File: src/bcs_pkg.sv
// Package of constants and types for the control input sequencer
// ----------------------------------------------------------------------------
// ----------------------------------------------------------------------------
package bcs_pkg;

  // --------------------------------------------------------------------------
  // Timing
  // --------------------------------------------------------------------------
  localparam int CLK_HZ          = 20_000_000; // System clock rate
  localparam int SHORT_PRESS_MS  = 200;        // Least press for an action
  localparam int LONG_PRESS_MS   = 2000;       // Hard shutdown threshold
  localparam int DEBOUNCE_US     = 5000;       // Bounce settle time
  // Times scale to whole cycles; clock per unit truncates, no lower bound
  localparam int SHORT_PRESS_CYC = (SHORT_PRESS_MS * (CLK_HZ / 1000));
  localparam int LONG_PRESS_CYC  = (LONG_PRESS_MS * (CLK_HZ / 1000));
  localparam int DEBOUNCE_CYC    = (DEBOUNCE_US * (CLK_HZ / 1000_000));
  localparam int CNT_W           = 26;         // Press counter width

  // --------------------------------------------------------------------------
  // Widths and reset values
  // --------------------------------------------------------------------------
  localparam int GP_COUNT        = 4;          // General inputs and outputs
  localparam int NUM_CTRL        = 4;          // Control inputs filtered
  localparam int IDX_FCLR        = 0;          // Fault-clear lane
  localparam int IDX_FRST        = 1;          // Factory-reset lane
  localparam int IDX_SHDN        = 2;          // Shutdown lane
  localparam int IDX_WAKE        = 3;          // Wake lane
  localparam logic [NUM_CTRL-1:0] CTRL_IDLE = 4'hf;    // All released (high)

  // --------------------------------------------------------------------------
  // Shutdown sequence states, Gray along the usual path
  // --------------------------------------------------------------------------
  typedef enum logic [2:0] {
    SQ_RUN   = 3'h0,  // Powered, normal service
    SQ_REQ   = 3'h1,  // Disconnect requested of stack control
    SQ_STACK = 3'h3,  // Waiting stack disconnect done
    SQ_CONT  = 3'h2,  // Waiting contactors open
    SQ_OFF   = 3'h6   // Power removed
  } bcs_seq_t;

endpackage : bcs_pkg

File: src/bcs_filt_if.sv
// Interface carrying filtered control levels from debouncer to sequencer
`timescale 1ns/1ps
interface bcs_filt_if;
  logic [bcs_pkg::NUM_CTRL-1:0] raw_n;    // Raw active-low levels
  logic [bcs_pkg::NUM_CTRL-1:0] stable_n; // Debounced active-low levels
  modport filt (input raw_n, output stable_n);
  modport user (output raw_n, input stable_n);
endinterface : bcs_filt_if

File: src/bcs_debounce.sv
// Synchroniser and debounce filter for the control inputs
`timescale 1ns/1ps
module bcs_debounce #(
  parameter int DEB_CYC = bcs_pkg::DEBOUNCE_CYC
) (
  // Clock and reset
  input  wire logic mclk,
  input  wire logic reset,
  // Filtered levels
  bcs_filt_if.filt  fi
);
  localparam int N  = bcs_pkg::NUM_CTRL;
  localparam int DW = 20; // Settle counter width per lane

  // Elaboration-time limit: the settle count must fit its counter
  if (DEB_CYC < 1 || DEB_CYC >= (1 << DW)) begin : g_bad_deb
    $error("DEB_CYC out of range");
  end

  // All state in one struct
  typedef struct packed {
    logic [N-1:0]       s1;      // First sync stage, read only by s2
    logic [N-1:0]       s2;      // Second sync stage
    logic [N-1:0]       stable;  // Accepted level
    logic [N*DW-1:0]    cnt;     // Per-lane settle counters
  } bcs_deb_t;

  bcs_deb_t st_reg;  // Registered state
  bcs_deb_t st_next; // Next state

  // --------------------------------------------------------------------------
  // Per-lane settle counting
  // --------------------------------------------------------------------------
  always_comb begin
    st_next    = st_reg;
    st_next.s1 = fi.raw_n;
    st_next.s2 = st_reg.s1;
    for (int i = 0; i < N; i++) begin
      // Level must hold steady a full settle time before accepted
      if (st_reg.s2[i] == st_reg.stable[i]) begin
        st_next.cnt[i*DW +: DW] = '0;
      end else if (st_reg.cnt[i*DW +: DW] == DW'(DEB_CYC - 1)) begin
        st_next.stable[i]       = st_reg.s2[i];
        st_next.cnt[i*DW +: DW] = '0;
      end else begin
        st_next.cnt[i*DW +: DW] = st_reg.cnt[i*DW +: DW] + DW'(1);
      end
    end
  end

  // State register
  always_ff @(posedge mclk) begin
    if (reset) begin
      st_reg        <= '0;
      st_reg.s1     <= bcs_pkg::CTRL_IDLE;
      st_reg.s2     <= bcs_pkg::CTRL_IDLE;
      st_reg.stable <= bcs_pkg::CTRL_IDLE;
    end else begin
      st_reg <= st_next;
    end
  end

  assign fi.stable_n = st_reg.stable;
endmodule : bcs_debounce

File: src/bcs_sequencer.sv
// Control input sequencer: fault clear, shutdown, factory reset and wake
`timescale 1ns/1ps
module bcs_sequencer #(
  parameter int SHORT_CYC = bcs_pkg::SHORT_PRESS_CYC,
  parameter int LONG_CYC  = bcs_pkg::LONG_PRESS_CYC,
  parameter int DEB_CYC   = bcs_pkg::DEBOUNCE_CYC
) (
  // Clock and reset
  input  wire logic                         mclk,
  input  wire logic                         reset,
  // Control inputs, active low contact closures
  input  wire logic                         fault_clear_n,
  input  wire logic                         factory_reset_n,
  input  wire logic                         shutdown_n,
  input  wire logic                         unit_wake_n,
  // System status
  input  wire logic                         startup,
  input  wire logic                         faults_active,
  input  wire logic                         close_pending,
  input  wire logic                         stack_disc_done,
  input  wire logic                         contactors_open,
  input  wire logic                         service_lockout,
  input  wire logic                         lockout_exit,
  // General-purpose isolated I/O
  input  wire logic [bcs_pkg::GP_COUNT-1:0] gp_in_k,
  input  wire logic [bcs_pkg::GP_COUNT-1:0] gp_out_set,
  // Outputs
  output logic                              clear_fault,
  output logic                              close_permit,
  output logic                              auto_close,
  output logic                              stack_disc_req,
  output logic                              power_enable,
  output logic                              hard_power_cut,
  output logic                              factory_load,
  output logic                              config_erase,
  output logic [bcs_pkg::GP_COUNT-1:0]      gp_out_a,
  output logic [bcs_pkg::GP_COUNT-1:0]      gp_in_seen
);
  localparam int CW = bcs_pkg::CNT_W;

  // Elaboration-time limits
  // Press counter must reach the long threshold without wrapping
  if (SHORT_CYC < 1 || LONG_CYC <= SHORT_CYC || LONG_CYC >= (1 << CW)) begin : g_bad_press
    $error("press thresholds out of range");
  end

  // --------------------------------------------------------------------------
  // Debounce of the four control inputs
  // --------------------------------------------------------------------------
  bcs_filt_if fi ();
  assign fi.raw_n = {unit_wake_n, shutdown_n, factory_reset_n, fault_clear_n};

  bcs_debounce #(.DEB_CYC(DEB_CYC)) u_deb (
    .mclk  (mclk),
    .reset (reset),
    .fi    (fi.filt)
  );

  // Low level means closed to the reference
  logic fclr_on, frst_on, shdn_on, wake_on;
  assign fclr_on = ~fi.stable_n[bcs_pkg::IDX_FCLR];
  assign frst_on = ~fi.stable_n[bcs_pkg::IDX_FRST];
  assign shdn_on = ~fi.stable_n[bcs_pkg::IDX_SHDN];
  assign wake_on = ~fi.stable_n[bcs_pkg::IDX_WAKE];

  // --------------------------------------------------------------------------
  // State of the sequencer
  // --------------------------------------------------------------------------
  typedef struct packed {
    logic [CW-1:0]                fcnt;      // Fault-clear press length
    logic                         fdone;     // Clear issued this press
    logic [CW-1:0]                scnt;      // Shutdown press length
    logic                         shold;     // Shutdown press in progress
    bcs_pkg::bcs_seq_t            seq;       // Shutdown sequence state
    logic                         clr_wait;  // Judge faults after clear
    logic                         clear;     // Clear pulse
    logic                         permit;    // Closure allowed
    logic                         auto_cl;   // Auto-close pulse
    logic                         disc_req;  // Stack disconnect request
    logic                         pwr;       // Power held on
    logic                         hcut;      // Hardware cut latched
    logic                         fload;     // Factory image load
    logic                         erase;     // Config erase
    logic [bcs_pkg::GP_COUNT-1:0] gpo;       // General outputs
    logic [bcs_pkg::GP_COUNT-1:0] gpi;       // General input detectors
  } bcs_seq_state_t;

  bcs_seq_state_t st_reg;  // Registered state
  bcs_seq_state_t st_next; // Next state

  // --------------------------------------------------------------------------
  // Next-state logic
  // --------------------------------------------------------------------------
  always_comb begin
    logic shut_go; // Graceful shutdown starts this cycle
    shut_go  = 1'b0;
    st_next  = st_reg;
    st_next.clear   = 1'b0;
    st_next.auto_cl = 1'b0;

    // Isolated general I/O, one bit per channel
    st_next.gpo = gp_out_set;
    st_next.gpi = ~gp_in_k;

    // Fault clear: one clear per press once held long enough
    if (fclr_on) begin
      if (!st_reg.fdone && st_reg.fcnt == CW'(SHORT_CYC - 1)) begin
        st_next.clear    = 1'b1;
        st_next.fdone    = 1'b1;
        st_next.clr_wait = 1'b1;
      end else if (!st_reg.fdone) begin
        st_next.fcnt = st_reg.fcnt + CW'(1);
      end
    end else begin
      st_next.fcnt  = '0;
      st_next.fdone = 1'b0;
    end

    // In the cycle of the clear pulse, judge what faults remain
    if (st_reg.clr_wait) begin
      st_next.clr_wait = 1'b0;
      if (!faults_active) begin
        st_next.permit  = 1'b1;
        st_next.auto_cl = close_pending;
      end else begin
        st_next.permit  = 1'b0;
      end
    end else if (faults_active) begin
      st_next.permit = 1'b0;
    end

    // Shutdown press timing; release decides short versus long
    if (shdn_on) begin
      st_next.shold = 1'b1;
      if (st_reg.scnt != CW'(LONG_CYC)) begin
        st_next.scnt = st_reg.scnt + CW'(1);
      end
      // Beyond the long threshold hardware cuts power alone
      if (st_reg.scnt == CW'(LONG_CYC - 1) && !wake_on) begin
        st_next.hcut = 1'b1;
      end
    end else begin
      st_next.shold = 1'b0;
      st_next.scnt  = '0;
      if (st_reg.shold && st_reg.scnt >= CW'(SHORT_CYC)
          && st_reg.scnt < CW'(LONG_CYC)) begin
        shut_go = 1'b1;
      end
    end

    // Graceful shutdown sequence
    unique case (st_reg.seq)
      bcs_pkg::SQ_RUN: begin
        if (shut_go && (service_lockout || lockout_exit)) begin
          st_next.seq = bcs_pkg::SQ_OFF;
        end else if (shut_go) begin
          st_next.seq      = bcs_pkg::SQ_REQ;
          st_next.disc_req = 1'b1;
        end
      end
      bcs_pkg::SQ_REQ: begin
        st_next.seq = bcs_pkg::SQ_STACK;
      end
      bcs_pkg::SQ_STACK: begin
        if (service_lockout || lockout_exit) begin
          st_next.seq = bcs_pkg::SQ_OFF;
        end else if (stack_disc_done) begin
          st_next.seq = bcs_pkg::SQ_CONT;
        end
      end
      bcs_pkg::SQ_CONT: begin
        if (contactors_open || service_lockout || lockout_exit) begin
          st_next.seq = bcs_pkg::SQ_OFF;
        end
      end
      bcs_pkg::SQ_OFF: begin
        st_next.disc_req = 1'b0;
      end
      default: begin
        st_next.seq = bcs_pkg::SQ_OFF;
      end
    endcase

    // Power follows the sequence and the hard cut unless the wake input is held
    if (st_next.seq == bcs_pkg::SQ_OFF || st_next.hcut) begin
      st_next.pwr = 1'b0;
    end

    // Held wake defeats shutdown; a closure restarts from off
    if (wake_on) begin
      st_next.seq      = bcs_pkg::SQ_RUN;
      st_next.disc_req = 1'b0;
      st_next.hcut     = 1'b0;
      st_next.pwr      = 1'b1;
    end

    // Factory reset strap caught while startup is flagged
    st_next.fload = startup && frst_on;
    st_next.erase = startup && frst_on;
  end

  // --------------------------------------------------------------------------
  // State register
  // --------------------------------------------------------------------------
  always_ff @(posedge mclk) begin
    if (reset) begin
      st_reg     <= '0;
      st_reg.seq <= bcs_pkg::SQ_RUN;
      st_reg.pwr <= 1'b1; // Powered after reset
    end else begin
      st_reg <= st_next;
    end
  end

  // Outputs come straight from the state register
  assign clear_fault    = st_reg.clear;
  assign close_permit   = st_reg.permit;
  assign auto_close     = st_reg.auto_cl;
  assign stack_disc_req = st_reg.disc_req;
  assign power_enable   = st_reg.pwr;
  assign hard_power_cut = st_reg.hcut;
  assign factory_load   = st_reg.fload;
  assign config_erase   = st_reg.erase;
  assign gp_out_a       = st_reg.gpo;
  assign gp_in_seen     = st_reg.gpi;
endmodule : bcs_sequencer

File: config.mk
export PLATFORM = sky130hd
export DESIGN_NAME = bcs_sequencer
export DESIGN_NICKNAME = d
export VERILOG_FILES = /design/src/bcs_pkg.sv /design/src/bcs_filt_if.sv /design/src/bcs_debounce.sv /design/src/bcs_sequencer.sv
export SDC_FILE = /design/constraint.sdc
export NUM_CORES = 1
export LEC_CHECK = 0
export ABC_AREA = 1
export BUFFER_PORTS_ARGS = -buffer_cell sky130_fd_sc_hd__clkbuf_2
export CAP_MARGIN = 10
export CORE_ASPECT_RATIO = 0.9
export CORE_MARGIN = 5
export CORE_UTILIZATION = 56
export CTS_CLUSTER_DIAMETER = 120
export DETAILED_ROUTE_END_ITERATION = 12
export PLACE_DENSITY = 0.74
export SLEW_MARGIN = 10
export SYNTH_ARGS = -nofsm -noshare
export SYNTH_HDL_FRONTEND = slang
export SYNTH_SLANG_ARGS = --single-unit
File: constraint.sdc
create_clock -name mclk -period 2.8 [get_ports mclk]
set_input_delay 0.56 -clock mclk [delete_from_list [all_inputs] [get_ports mclk]]
set_output_delay 0.56 -clock mclk [all_outputs]
set_load 0.03 [all_outputs]
==> flow_metrics.py, run 1 <==
metrics = {
    "hold_path": {
        "hp-class": "in2reg",
        "min_from": "gp_in_k[2]",
        "min_path_cells": 2,
        "holdPathEnd": "gp_in_seen[2]$_SDFF_PP0_",
    },
    "place": {
        "gp_congestion": 0.949,
        "dp.cells": 1409,
        "place_hpwl_um": 12700,
        "place_ws_ns": 0.749,
        "io_buffers": 36,
    },
    "final_layout": {
        "fillers": 1358,
        "diodes": 0,
        "largest_reg_flops": 84,
        "fin_util_pct": 62.8,
        "fin_cells": 1441,
        "drive_gt1_share_pct": 10.9,
        "final-seq-area_um2": 3300,
        "nets": 1258,
        "multiInputGateArea_um2": 4260,
        "area_growth_pct": 10.4,
    },
    "logic_synthesis": {
        "synth.area.top_cells": "dfxtp_1, nand2_1, nor2_1",
        "yosysTopAreaCellShare_pct": 39.6,
        "yosysMostFrequentCell": "nand2_1",
        "avgSynthCellArea_um2": 6.98,
        "yosysTopAreaCell": "dfxtp_1",
        "synth-adder-area-share_pct": 1.05,
        "yosysUniqueCellTypes": 42,
        "synth_cells": 1195,
        "synth-main-ff-cell": "dfxtp_1",
        "synth_top_family_by_area": "simple AND/OR/NAND/NOR gates",
        "synth-simple-area-share_pct": 37.1,
        "synth_seq_cells": 165,
        "syn_area_um2": 8340,
        "ys_warn_count": 0,
        "synth_compound_area_share_pct": 8.40,
        "ys_seq_area_share_pct": 39.6,
        "synth_xor_xnor_area_share_pct": 4.52,
        "synth_edf_count": 0,
        "synth_mux_area_share_pct": 0,
        "synth_commonest_cells": "nand2_1, dfxtp_1, nor2_1",
        "synthesis.nets": 1223,
        "synthArstFlopShare_pct": 0,
    },
    "global_route": {
        "grt_overflow": 0,
        "grt_pass1_vias": 6693,
        "grt_first_pass_wirelength_um": 30000,
        "grt_max_degree": 28,
        "grtUsageTotal_pct": 20.1,
        "antenna_found_initial": 0,
    },
    "worst_setup_path": {
        "max_stage_delay_ns": 0.57,
        "crit_chain": "ha_1 -> nand3_2 -> inv_2 -> nand2_2 -> nor3_4 -> a21oi_4 -> nand2_1 -> a21oi_1",
        "startpoint_type": "register",
        "critPathLaunch": "st_reg[48]$_SDFFE_PP0P_",
        "reg2reg_to": "st_reg[57]$_SDFFE_PP0P_",
        "crit_path_top_delay_cell": "a21oi_4",
        "endpoint_kind": "register",
        "cp_max_fo": 27,
        "critPathRequiredTime_ns": 3.15,
        "cp.arrival_ns": 2.39,
        "crit_type": "reg2reg",
        "r2r_start": "st_reg[48]$_SDFFE_PP0P_",
        "reg2reg_depth": 8,
        "r2r_slack_ns": 0.76,
    },
    "drt": {
        "wl_per_cell_um": 12.1,
        "dr.pass1.iters": 5,
        "dr_total_vias": 7393,
        "route.detailed.drc": 0,
        "ant_nets": 0,
        "wirelength_um": 17500,
        "drt_iter0_drc": 447,
        "viasPerCell": 5.13,
    },
    "sta": {
        "period_minus_slack_ns": 2.04,
        "worstMarginPinSlew_ns": 0.691,
        "slew_violations": 0,
        "setup_ws_ns": 0.755,
        "tns_ns": 0,
        "hold_violations": 0,
        "setup_viol": 0,
        "post-route-period-util_pct": 73.0,
        "slew_headroom_pct": 53.8,
        "fin_skew_ns": 0.00932,
        "rsz0062_at_grt": "false",
        "fmax_ghz": 0.489,
    },
    "die": {
        "initial_core_util_pct": 56.9,
        "core.rowCount": 42,
        "die_x_um": 139,
        "die_y_um": 126,
        "dieArea_um2": 17400,
        "core_area_um2": 14700,
        "io_pins": 37,
    },
    "clock_network": {
        "htree_levels": 4,
        "clk_pin_slew_worst_paths_ns": 0.06,
        "hold_buffers": 0,
        "tritoncts": "built",
        "clock_latency_ns": 0.42,
        "cts.path.max_buffers": 2,
        "cts.repair.resized": 0,
        "numCtsBuffers": 17,
        "cts_root_buffer": "clkbuf_16",
        "cts_setup_buffers": 0,
        "cts.sinks": 165,
    },
    "power": {
        "p_leak_nw": 3.27,
        "p_per_area_nw_per_um2": 516,
        "ir_drop_mv": 0.448,
    },
    "flow_run": {
        "maxCapViolCount": 0,
    },
    "status": {
        "status": "complete, no violations",
    },
}
-- metrics by stage --
stage	power, W	hold slack, ns	instance area, um2
2_1_floorplan	0.00248	0.389	8340
3_5_place_dp	0.00251	0.399	8630
4_1_cts	0.00479	0.281	9210
5_1_grt	0.00491	0.277	9210
3_3_place_gp	0.00251	0.397	8630
6_report	0.00475	0.296	9210
-- worst max-delay path, delay by kind of cell, from the launching register on --
family,cells,cell delay [ns]
flops,1,0.37
compound gates,2,0.73
simple gates,4,0.48
fa+ha+maj,1,0.33
buf+inv,1,0.06
-- layer usage --
| layer | vias up | GRT usage (%) | part of all wire, % |
|---|---|---|---|
| li1 | 3942 | - | - |
| met1 | 3308 | 27.4 | 50 |
| met2 | 125 | 32.7 | 45 |
| met3 | 18 | 4.62 | 3.6 |
| met4 | 0 | 5.06 | 1.2 |
| met5 | - | 0 | 0 |
-- kinds of logic (layout without fill, tap and decap cells) --
logic type,Yosys count,count (layout)
AND/OR/NAND/NOR,666,666
buffers and inverters,185,233
flip-flops,165,165
AO/OA/AOI/OAI,129,129
XOR/XNOR,43,43
adder cells (fa/ha/maj),7,7
-- power breakdown --
part           total [W]  switching, W  internal (W)  leakage [nW]
clock network    0.00229      0.000910       0.00138         0.280
logic          0.0000862     0.0000560     0.0000302          1.66
registers        0.00237    0.00000833       0.00236          1.33
-- final cells by class --
| type | instances | area share (%) |
|---|---|---|
| clock buffers | 24 | 5.23 |
| clock inverters | 8 | 1.07 |
| inverters | 161 | 6.56 |
| multi-input cells | 845 | 46.3 |
| flip-flops and latches | 165 | 35.9 |
| well taps | 198 | 2.69 |
| repair buffers | 40 | 2.28 |
-- how the worst max path moves through the flow --
| stage | end | slack [ns] | cells after the start |
|---|---|---|---|
| 2_1_floorplan | st_reg[50]$_SDFFE_PP0P_ | 1.11 | 9 |
| 3_3_place_gp | st_reg[32]$_SDFFE_PP0N_ | 0.75 | 7 |
| 3_5_place_dp | st_reg[25]$_SDFFE_PP0N_ | 0.75 | 7 |
| 4_1_cts | st_reg[65]$_SDFFE_PP0P_ | 0.73 | 8 |
| 5_1_grt | u_deb.st_reg[14]$_SDFF_PP0_ | 0.58 | 9 |
| 6_report | st_reg[57]$_SDFFE_PP0P_ | 0.76 | 8 |
-- cells in the final DEF (no fill, tap or decap), types with 3 or more instances in the layout --
master,count
nand2_1,261
dfxtp_1,165
nor2_1,159
inv_1,150
a21oi_1,84
nand3_1,58
nor3_1,50
nand4_1,48
clkbuf_2,36
xor2_1,32
o21ai_0,27
or2_2,20
nor4_1,18
clkbuf_16,17
xnor2_1,11
nor3b_1,10
nor2_2,9
inv_2,9
nand2_2,7
ha_1,7
a31oi_1,5
nor3_2,5
a21oi_2,5
nand3b_1,4
clkbuf_1,4
buf_4,4
nand3_2,3
nor2_4,3
or2_0,3
clkinv_2,3
clkbuf_8,3
No activity file was read; power rests on OpenSTA's default activity.
==> run 2: changes to the inputs <==
--- a/config.mk
+++ b/config.mk
@@ -13,7 +13,7 @@
 export CORE_UTILIZATION = 56
 export CTS_CLUSTER_DIAMETER = 120
 export DETAILED_ROUTE_END_ITERATION = 12
-export PLACE_DENSITY = 0.74
+export PLACE_DENSITY = 0.76
 export SLEW_MARGIN = 10
 export SYNTH_ARGS = -nofsm -noshare
 export SYNTH_HDL_FRONTEND = slang
==> constraint.sdc (replaced) <==
create_clock -name mclk -period 1.7 [get_ports mclk]
set_input_delay 0.34 -clock mclk [delete_from_list [all_inputs] [get_ports mclk]]
set_output_delay 0.34 -clock mclk [all_outputs]
set_load 0.03 [all_outputs]
==> run 2 against run 1 <==
Against the previous run:
- wire length is 11% higher
- sequential share of layout area is 2.3 points lower
- count of clock-buffer cells in the layout is 5 lower
- non-clock buffer count is 51 higher
- hold slack worse by 0.24 ns
- power is 68% higher
- clock power is 70% higher
- core utilization is 4.7 points higher
- highest routed layer unchanged
==> flow_metrics.py, run 2 (synthesized netlist as in run 1, its figures left out) <==
metrics = {
    "status": {
        "status": "complete, no violations",
    },
    "sta": {
        "worstMarginPinSlew_ns": 0.441,
        "hold_violations": 0,
        "slew_headroom_pct": 70.4,
        "tns_ns": 0,
        "slew_violations": 0,
        "fmax_ghz": 0.607,
        "setup_ws_ns": 0.0539,
        "fin_skew_ns": 0.00597,
        "rsz0062_at_grt": "true",
        "post-route-period-util_pct": 96.8,
        "setup_viol": 0,
        "period_minus_slack_ns": 1.65,
    },
    "final_layout": {
        "drive_gt1_share_pct": 17.7,
        "stdcell_area_um2": 9900,
        "final_common_cell": "nand2_1",
        "diodes": 0,
        "area_growth_pct": 18.7,
        "fin_util_pct": 67.5,
        "most-common-layout-cells": "nand2_1, dfxtp_1, nor2_1",
        "largest_reg_flops": 84,
        "nets": 1311,
    },
    "global_route": {
        "grt_pass1_vias": 7061,
        "grt_first_pass_wirelength_um": 31900,
        "grt_max_degree": 27,
        "grt_overflow": 0,
        "grtUsageTotal_pct": 21.5,
        "antenna_found_initial": 0,
    },
    "clock_network": {
        "cts.path.max_buffers": 2,
        "tritoncts": "built",
        "hold_buffers": 0,
        "numCtsBuffers": 17,
        "cts_root_buffer": "clkbuf_16",
        "clk_pin_slew_worst_paths_ns": 0.06,
        "clock_latency_ns": 0.43,
        "htree_levels": 4,
        "cts.sinks": 165,
    },
    "die": {
        "dieArea_um2": 17400,
        "die_x_um": 139,
        "io_pins": 37,
        "core.rowCount": 42,
        "core_area_um2": 14700,
        "die_y_um": 126,
        "initial_core_util_pct": 56.9,
    },
    "worst_setup_path": {
        "endpoint_kind": "register",
        "crit_type": "reg2reg",
        "cp.arrival_ns": 1.97,
        "r2r_start": "u_deb.st_reg[21]$_SDFF_PP0_",
        "startpoint_type": "register",
        "r2r_slack_ns": 0.05,
        "critPathRequiredTime_ns": 2.02,
        "cp_max_fo": 3,
        "reg2reg_depth": 9,
        "reg2reg_to": "u_deb.fi.stable_n[1]$_SDFFE_PP1P_",
    },
    "flow_run": {
        "maxCapViolCount": 0,
    },
    "place": {
        "dpl_cell_area_um2": 8970,
        "place_ws_ns": 0.00448,
        "gp_congestion": 0.919,
        "io_buffers": 36,
        "place_hpwl_um": 13600,
    },
    "drt": {
        "ant_nets": 0,
        "drt_iter0_drc": 537,
        "wl_per_cell_um": 13.0,
        "wirelength_um": 19400,
        "route.detailed.drc": 0,
        "dr.pass1.iters": 6,
        "viasPerCell": 5.24,
        "dr_total_vias": 7830,
    },
    "power": {
        "ir_drop_mv": 0.723,
        "p_leak_nw": 3.64,
        "p_per_area_nw_per_um2": 804,
        "power_w": 0.00796,
    },
    "hold_path": {
        "min_path_cells": 2,
        "hp-class": "in2reg",
        "min_from": "gp_in_k[3]",
        "holdPathEnd": "gp_in_seen[3]$_SDFF_PP0_",
    },
}
run 2: cell types whose count changed in the layout (fill, tap and decap cells not counted), sizes merged:
cell	previous run	this run
buf	4	55
clkbuf	60	55
clkinvlp	2	4
inv	159	162
nand2	269	271
run 2: worst max-delay path, stage by stage, from the launching register on:
cell     delay (ns)
dfxtp_4        0.37
ha_4           0.15
nand2_4        0.06
nor2_4         0.12
inv_2          0.05
nor4_1         0.22
nand4_1        0.21
buf_4          0.21
a21oi_2        0.10
o21ai_1        0.06
run 2: where the power goes:
group          internal (W)  total, W  switching, W
registers           0.00389   0.00390     0.0000139
logic             0.0000628  0.000161     0.0000982
clock network       0.00226   0.00390       0.00164
run 2: what timing repair did:
| action | CTS | global route |
|---|---|---|
| gates cloned | 0 | 2 |
| buffers inserted | 0 | 8 |
| gates resized for setup | 2 | 65 |
| setup endpoints to repair | 6 | 90 |
| pin swaps | 0 | 18 |
run 2: worst max-delay path by stage:
stage	start	end	depth (start not counted)
after floorplan	st_reg[48]$_SDFFE_PP0P_	st_reg[50]$_SDFFE_PP0P_	9
after global placement	st_reg[22]$_SDFFE_PP0N_	st_reg[41]$_SDFFE_PP0N_	10
after detailed placement	u_deb.st_reg[21]$_SDFF_PP0_	u_deb.st_reg[24]$_SDFF_PP0_	8
after CTS	st_reg[21]$_SDFFE_PP0N_	st_reg[41]$_SDFFE_PP0N_	10
after global routing	u_deb.st_reg[61]$_SDFF_PP0_	u_deb.st_reg[74]$_SDFF_PP0_	10
final	u_deb.st_reg[21]$_SDFF_PP0_	u_deb.fi.stable_n[1]$_SDFFE_PP1P_	9
run 2: stage by stage:
stage	hold slack [ns]	instances
after floorplan	0.389	1195
after global placement	0.393	1452
after detailed placement	0.393	1452
after CTS	0.0480	1484
after global routing	0.0522	1494
final	0.0608	1494
run 2: layout make-up:
| class | count | area [um2] |
|---|---|---|
| tap | 198 | 248 |
| clock buffer | 19 | 453 |
| clock inverter | 13 | 148 |
| inverter | 161 | 604 |
| multi-input combinational | 847 | 4490 |
| fill | 1217 | 4760 |
| timing repair buffer | 91 | 633 |
| sequential | 165 | 3320 |
run 2: routing by layer:
metal | share of wire, % | track usage [%] | up-vias
met2 | 47 | 35.0 | 204
li1 | - | - | 4055
met4 | 2.0 | 7.19 | 0
met5 | 0 | 0 | -
met3 | 4.9 | 4.74 | 34
met1 | 46 | 28.4 | 3537
==> run 3: changes to the inputs <==
--- a/config.mk
+++ b/config.mk
@@ -5,15 +5,15 @@
 export SDC_FILE = /design/constraint.sdc
 export NUM_CORES = 1
 export LEC_CHECK = 0
-export ABC_AREA = 1
 export BUFFER_PORTS_ARGS = -buffer_cell sky130_fd_sc_hd__clkbuf_2
 export CAP_MARGIN = 10
 export CORE_ASPECT_RATIO = 0.9
 export CORE_MARGIN = 5
 export CORE_UTILIZATION = 56
+export CTS_BUF_LIST = sky130_fd_sc_hd__clkbuf_4 sky130_fd_sc_hd__clkbuf_8
 export CTS_CLUSTER_DIAMETER = 120
 export DETAILED_ROUTE_END_ITERATION = 12
-export PLACE_DENSITY = 0.76
+export PLACE_DENSITY = 0.77
 export SLEW_MARGIN = 10
 export SYNTH_ARGS = -nofsm -noshare
 export SYNTH_HDL_FRONTEND = slang
==> constraint.sdc (replaced) <==
create_clock -name mclk -period 1.4 [get_ports mclk]
set_input_delay 0.28 -clock mclk [delete_from_list [all_inputs] [get_ports mclk]]
set_output_delay 0.28 -clock mclk [all_outputs]
set_load 0.03 [all_outputs]
==> run 3 against run 2 <==
Against the previous run:
- count of clock-buffer cells in the layout is 1 higher
- the flow now finishes with violations (hold timing, setup timing)
- highest routed layer unchanged
- global-route usage is 5.6 points higher
- final cell count is 15% lower
==> flow_metrics.py, run 3 <==
metrics = {
    "status": {
        "status": "finished, violations left",
        "violations": "hold timing, setup timing",
    },
    "clock_network": {
        "clk_pin_slew_worst_paths_ns": 0.10,
        "tritoncts": "built",
        "clock_latency_ns": 0.51,
        "cts.sinks": 165,
        "htree_levels": 4,
        "cts.path.max_buffers": 2,
        "cts_root_buffer": "clkbuf_8",
        "numCtsBuffers": 17,
    },
    "power": {
        "ir_drop_mv": 0.808,
        "power_w": 0.00898,
        "p_per_area_nw_per_um2": 792,
        "p_leak_nw": 4.24,
    },
    "worst_setup_path": {
        "max_stage_delay_ns": 0.46,
        "endpoint_kind": "register",
        "critPathMostFrequentCell": "buf_4",
        "crit_path_top_delay_cell": "nor3_1",
        "startpoint_type": "register",
        "cp_max_fo": 4,
        "crit_type": "reg2reg",
        "crit_chain": "ha_1 -> nand3_1 -> buf_4 -> nor3_1 -> buf_4 -> a31oi_4 -> a21o_1 -> a21oi_2",
        "critPathRequiredTime_ns": 1.84,
        "cp.arrival_ns": 2.51,
    },
    "logic_synthesis": {
        "synth.area.top_cells": "dfxtp_1, nor2_1, xnor2_1",
        "yosysTopAreaCell": "dfxtp_1",
        "ys_seq_area_share_pct": 45.7,
        "synth_commonest_cells": "dfxtp_1, nor2_1, xnor2_1",
        "synthesis.nets": 860,
        "synth_edf_count": 0,
        "synth_seq_cells": 165,
        "synth_cells": 832,
        "synthArstFlopShare_pct": 0,
        "yosysTopAreaCellShare_pct": 45.7,
        "yosysMostFrequentCell": "dfxtp_1",
        "yosysUniqueCellTypes": 57,
        "syn_area_um2": 7220,
        "avgSynthCellArea_um2": 8.68,
        "synth-main-ff-cell": "dfxtp_1",
        "ys_warn_count": 0,
    },
    "drt": {
        "dr_wl_met2_um": 14400,
        "dr_total_vias": 8149,
        "dr.pass1.iters": 6,
        "route.detailed.drc": 0,
        "ant_nets": 0,
        "top_layer": "met4",
        "drt-met1-wl_um": 10200,
        "viasPerCell": 6.41,
        "wirelength_um": 29200,
        "met3WireLength_um": 2370,
        "drt_iter0_drc": 802,
        "wl_per_cell_um": 23.0,
    },
    "sta": {
        "setup_ws_ns": -0.676,
        "worstMarginPinSlew_ns": 0.655,
        "slew_violations": 0,
        "fin_skew_ns": 0.0123,
        "period_minus_slack_ns": 2.08,
        "post-route-period-util_pct": 148,
        "hold_violations": 1,
        "whs_ns": -0.00528,
        "slew_headroom_pct": 56.3,
        "rsz0062_at_grt": "true",
        "fmax_ghz": 0.482,
        "setup_viol": 138,
    },
    "global_route": {
        "grt_overflow": 0,
        "grtUsageTotal_pct": 27.0,
        "antenna_found_initial": 0,
        "grt_max_degree": 18,
        "grt_first_pass_wirelength_um": 33700,
        "grt_pass1_vias": 7298,
    },
    "place": {
        "gp_congestion": 0.883,
        "dp.cells": 1178,
        "io_buffers": 36,
        "place_hpwl_um": 12300,
    },
    "die": {
        "io_pins": 37,
        "core_area_um2": 12700,
        "die_y_um": 118,
        "die_x_um": 130,
        "core.rowCount": 39,
        "dieArea_um2": 15300,
        "initial_core_util_pct": 56.9,
    },
    "final_layout": {
        "final_common_cell": "buf_4",
        "most-common-layout-cells": "buf_4, dfxtp_1, nor2_1",
        "area_growth_pct": 56.9,
        "fin_cells": 1271,
        "drive_gt1_share_pct": 53.6,
        "diodes": 0,
        "fillers": 500,
        "largest_reg_flops": 84,
        "nets": 1123,
    },
    "hold_path": {
        "hp-class": "in2reg",
    },
    "flow_run": {
        "maxCapViolCount": 0,
    },
}
## run 3: changes by cell type after synthesis, sizes merged, moves of 21 or more
cell / before / now
nand2: 269 / 51
xnor2: 11 / 59
inv: 159 / 26
nor2: 171 / 150
nor3: 57 / 30
a21oi: 90 / 12
nand4: 49 / 26
## run 3: final cells by class
cell class	instances	area (um2)	share of cell area [%]
timing repair buffer	273	2280	20.1
tap	164	205	1.81
multi-input combinational	612	4890	43.2
clock inverter	11	176	1.56
inverter	26	97.6	0.861
clock buffer	20	263	2.32
sequential	165	3420	30.2
## run 3: critical path, delay by kind of cell, from the launching register on
family          cells  cell delay [ns]
buf+inv             2             0.41
compound gates      3             0.48
flops               1             0.35
simple gates        2             0.58
fa+ha+maj           1             0.18
## run 3: cells by family (layout without fill, tap and decap cells)
group           count (synthesis)  count (layout)  synth area share [%]
mux                             1               1                 0.139
flops                         165             165                  45.7
buf+inv                        61             330                  3.72
simple gates                  430             436                  30.4
fa+ha+maj                       7               7                  1.21
xor+xnor                      110             110                  13.3
compound gates                 58              58                  5.47
## run 3: repair_timing
item / in CTS / in global routing
setup endpoints to repair: 132 / 138
hold buffers: 11 / 0
resized for setup: 115 / 225
pin swaps: 50 / 91
hold endpoints to repair: 12 / 0
cloned: 7 / 6
buffers inserted: 15 / 29
## run 3: metal layers
layer	global-route usage [%]	vias up
met4	13.4	0
met3	7.44	267
met1	30.7	3916
met2	46.1	568
met5	0	-
li1	-	3398
## run 3: final timing paths
kind / from / to / slack [ns] / cells after the start
worst max-delay path: st_reg[48]$_SDFFE_PP0P_ / st_reg[53]$_SDFFE_PP0P_ / -0.68 / 8
worst min-delay path: gp_out_set[3] / gp_out_a[3]$_SDFF_PP0_ / -0.005 / 2
worst max register to register: st_reg[48]$_SDFFE_PP0P_ / st_reg[53]$_SDFFE_PP0P_ / -0.68 / 8
worst min register to register: u_deb.st_next[85]$_SDFF_PP1_ / u_deb.st_reg[85]$_SDFF_PP1_ / 0.43 / 1
## run 3: power breakdown
part | switching (W) | total, W | internal (W)
Combinational | 0.000155 | 0.000278 | 0.000122
Clock | 0.00195 | 0.00398 | 0.00203
Sequential | 0.0000199 | 0.00472 | 0.00470
Total | 0.00213 | 0.00898 | 0.00685
## run 3: metrics by stage
stage | setup slack, ns | instance area (um2) | setup TNS (ns) | utilization (%)
final | -0.676 | 11300 | -38.08 | 89.3
after global routing | -0.690 | 11300 | -43.52 | 89.3
after CTS | -0.506 | 10200 | -21.71 | 80.5
after detailed placement | -0.604 | 9010 | -29.98 | 71.0
after global placement | -0.587 | 9010 | -25.71 | 71.0
after floorplan | -0.511 | 7500 | -19.51 | -
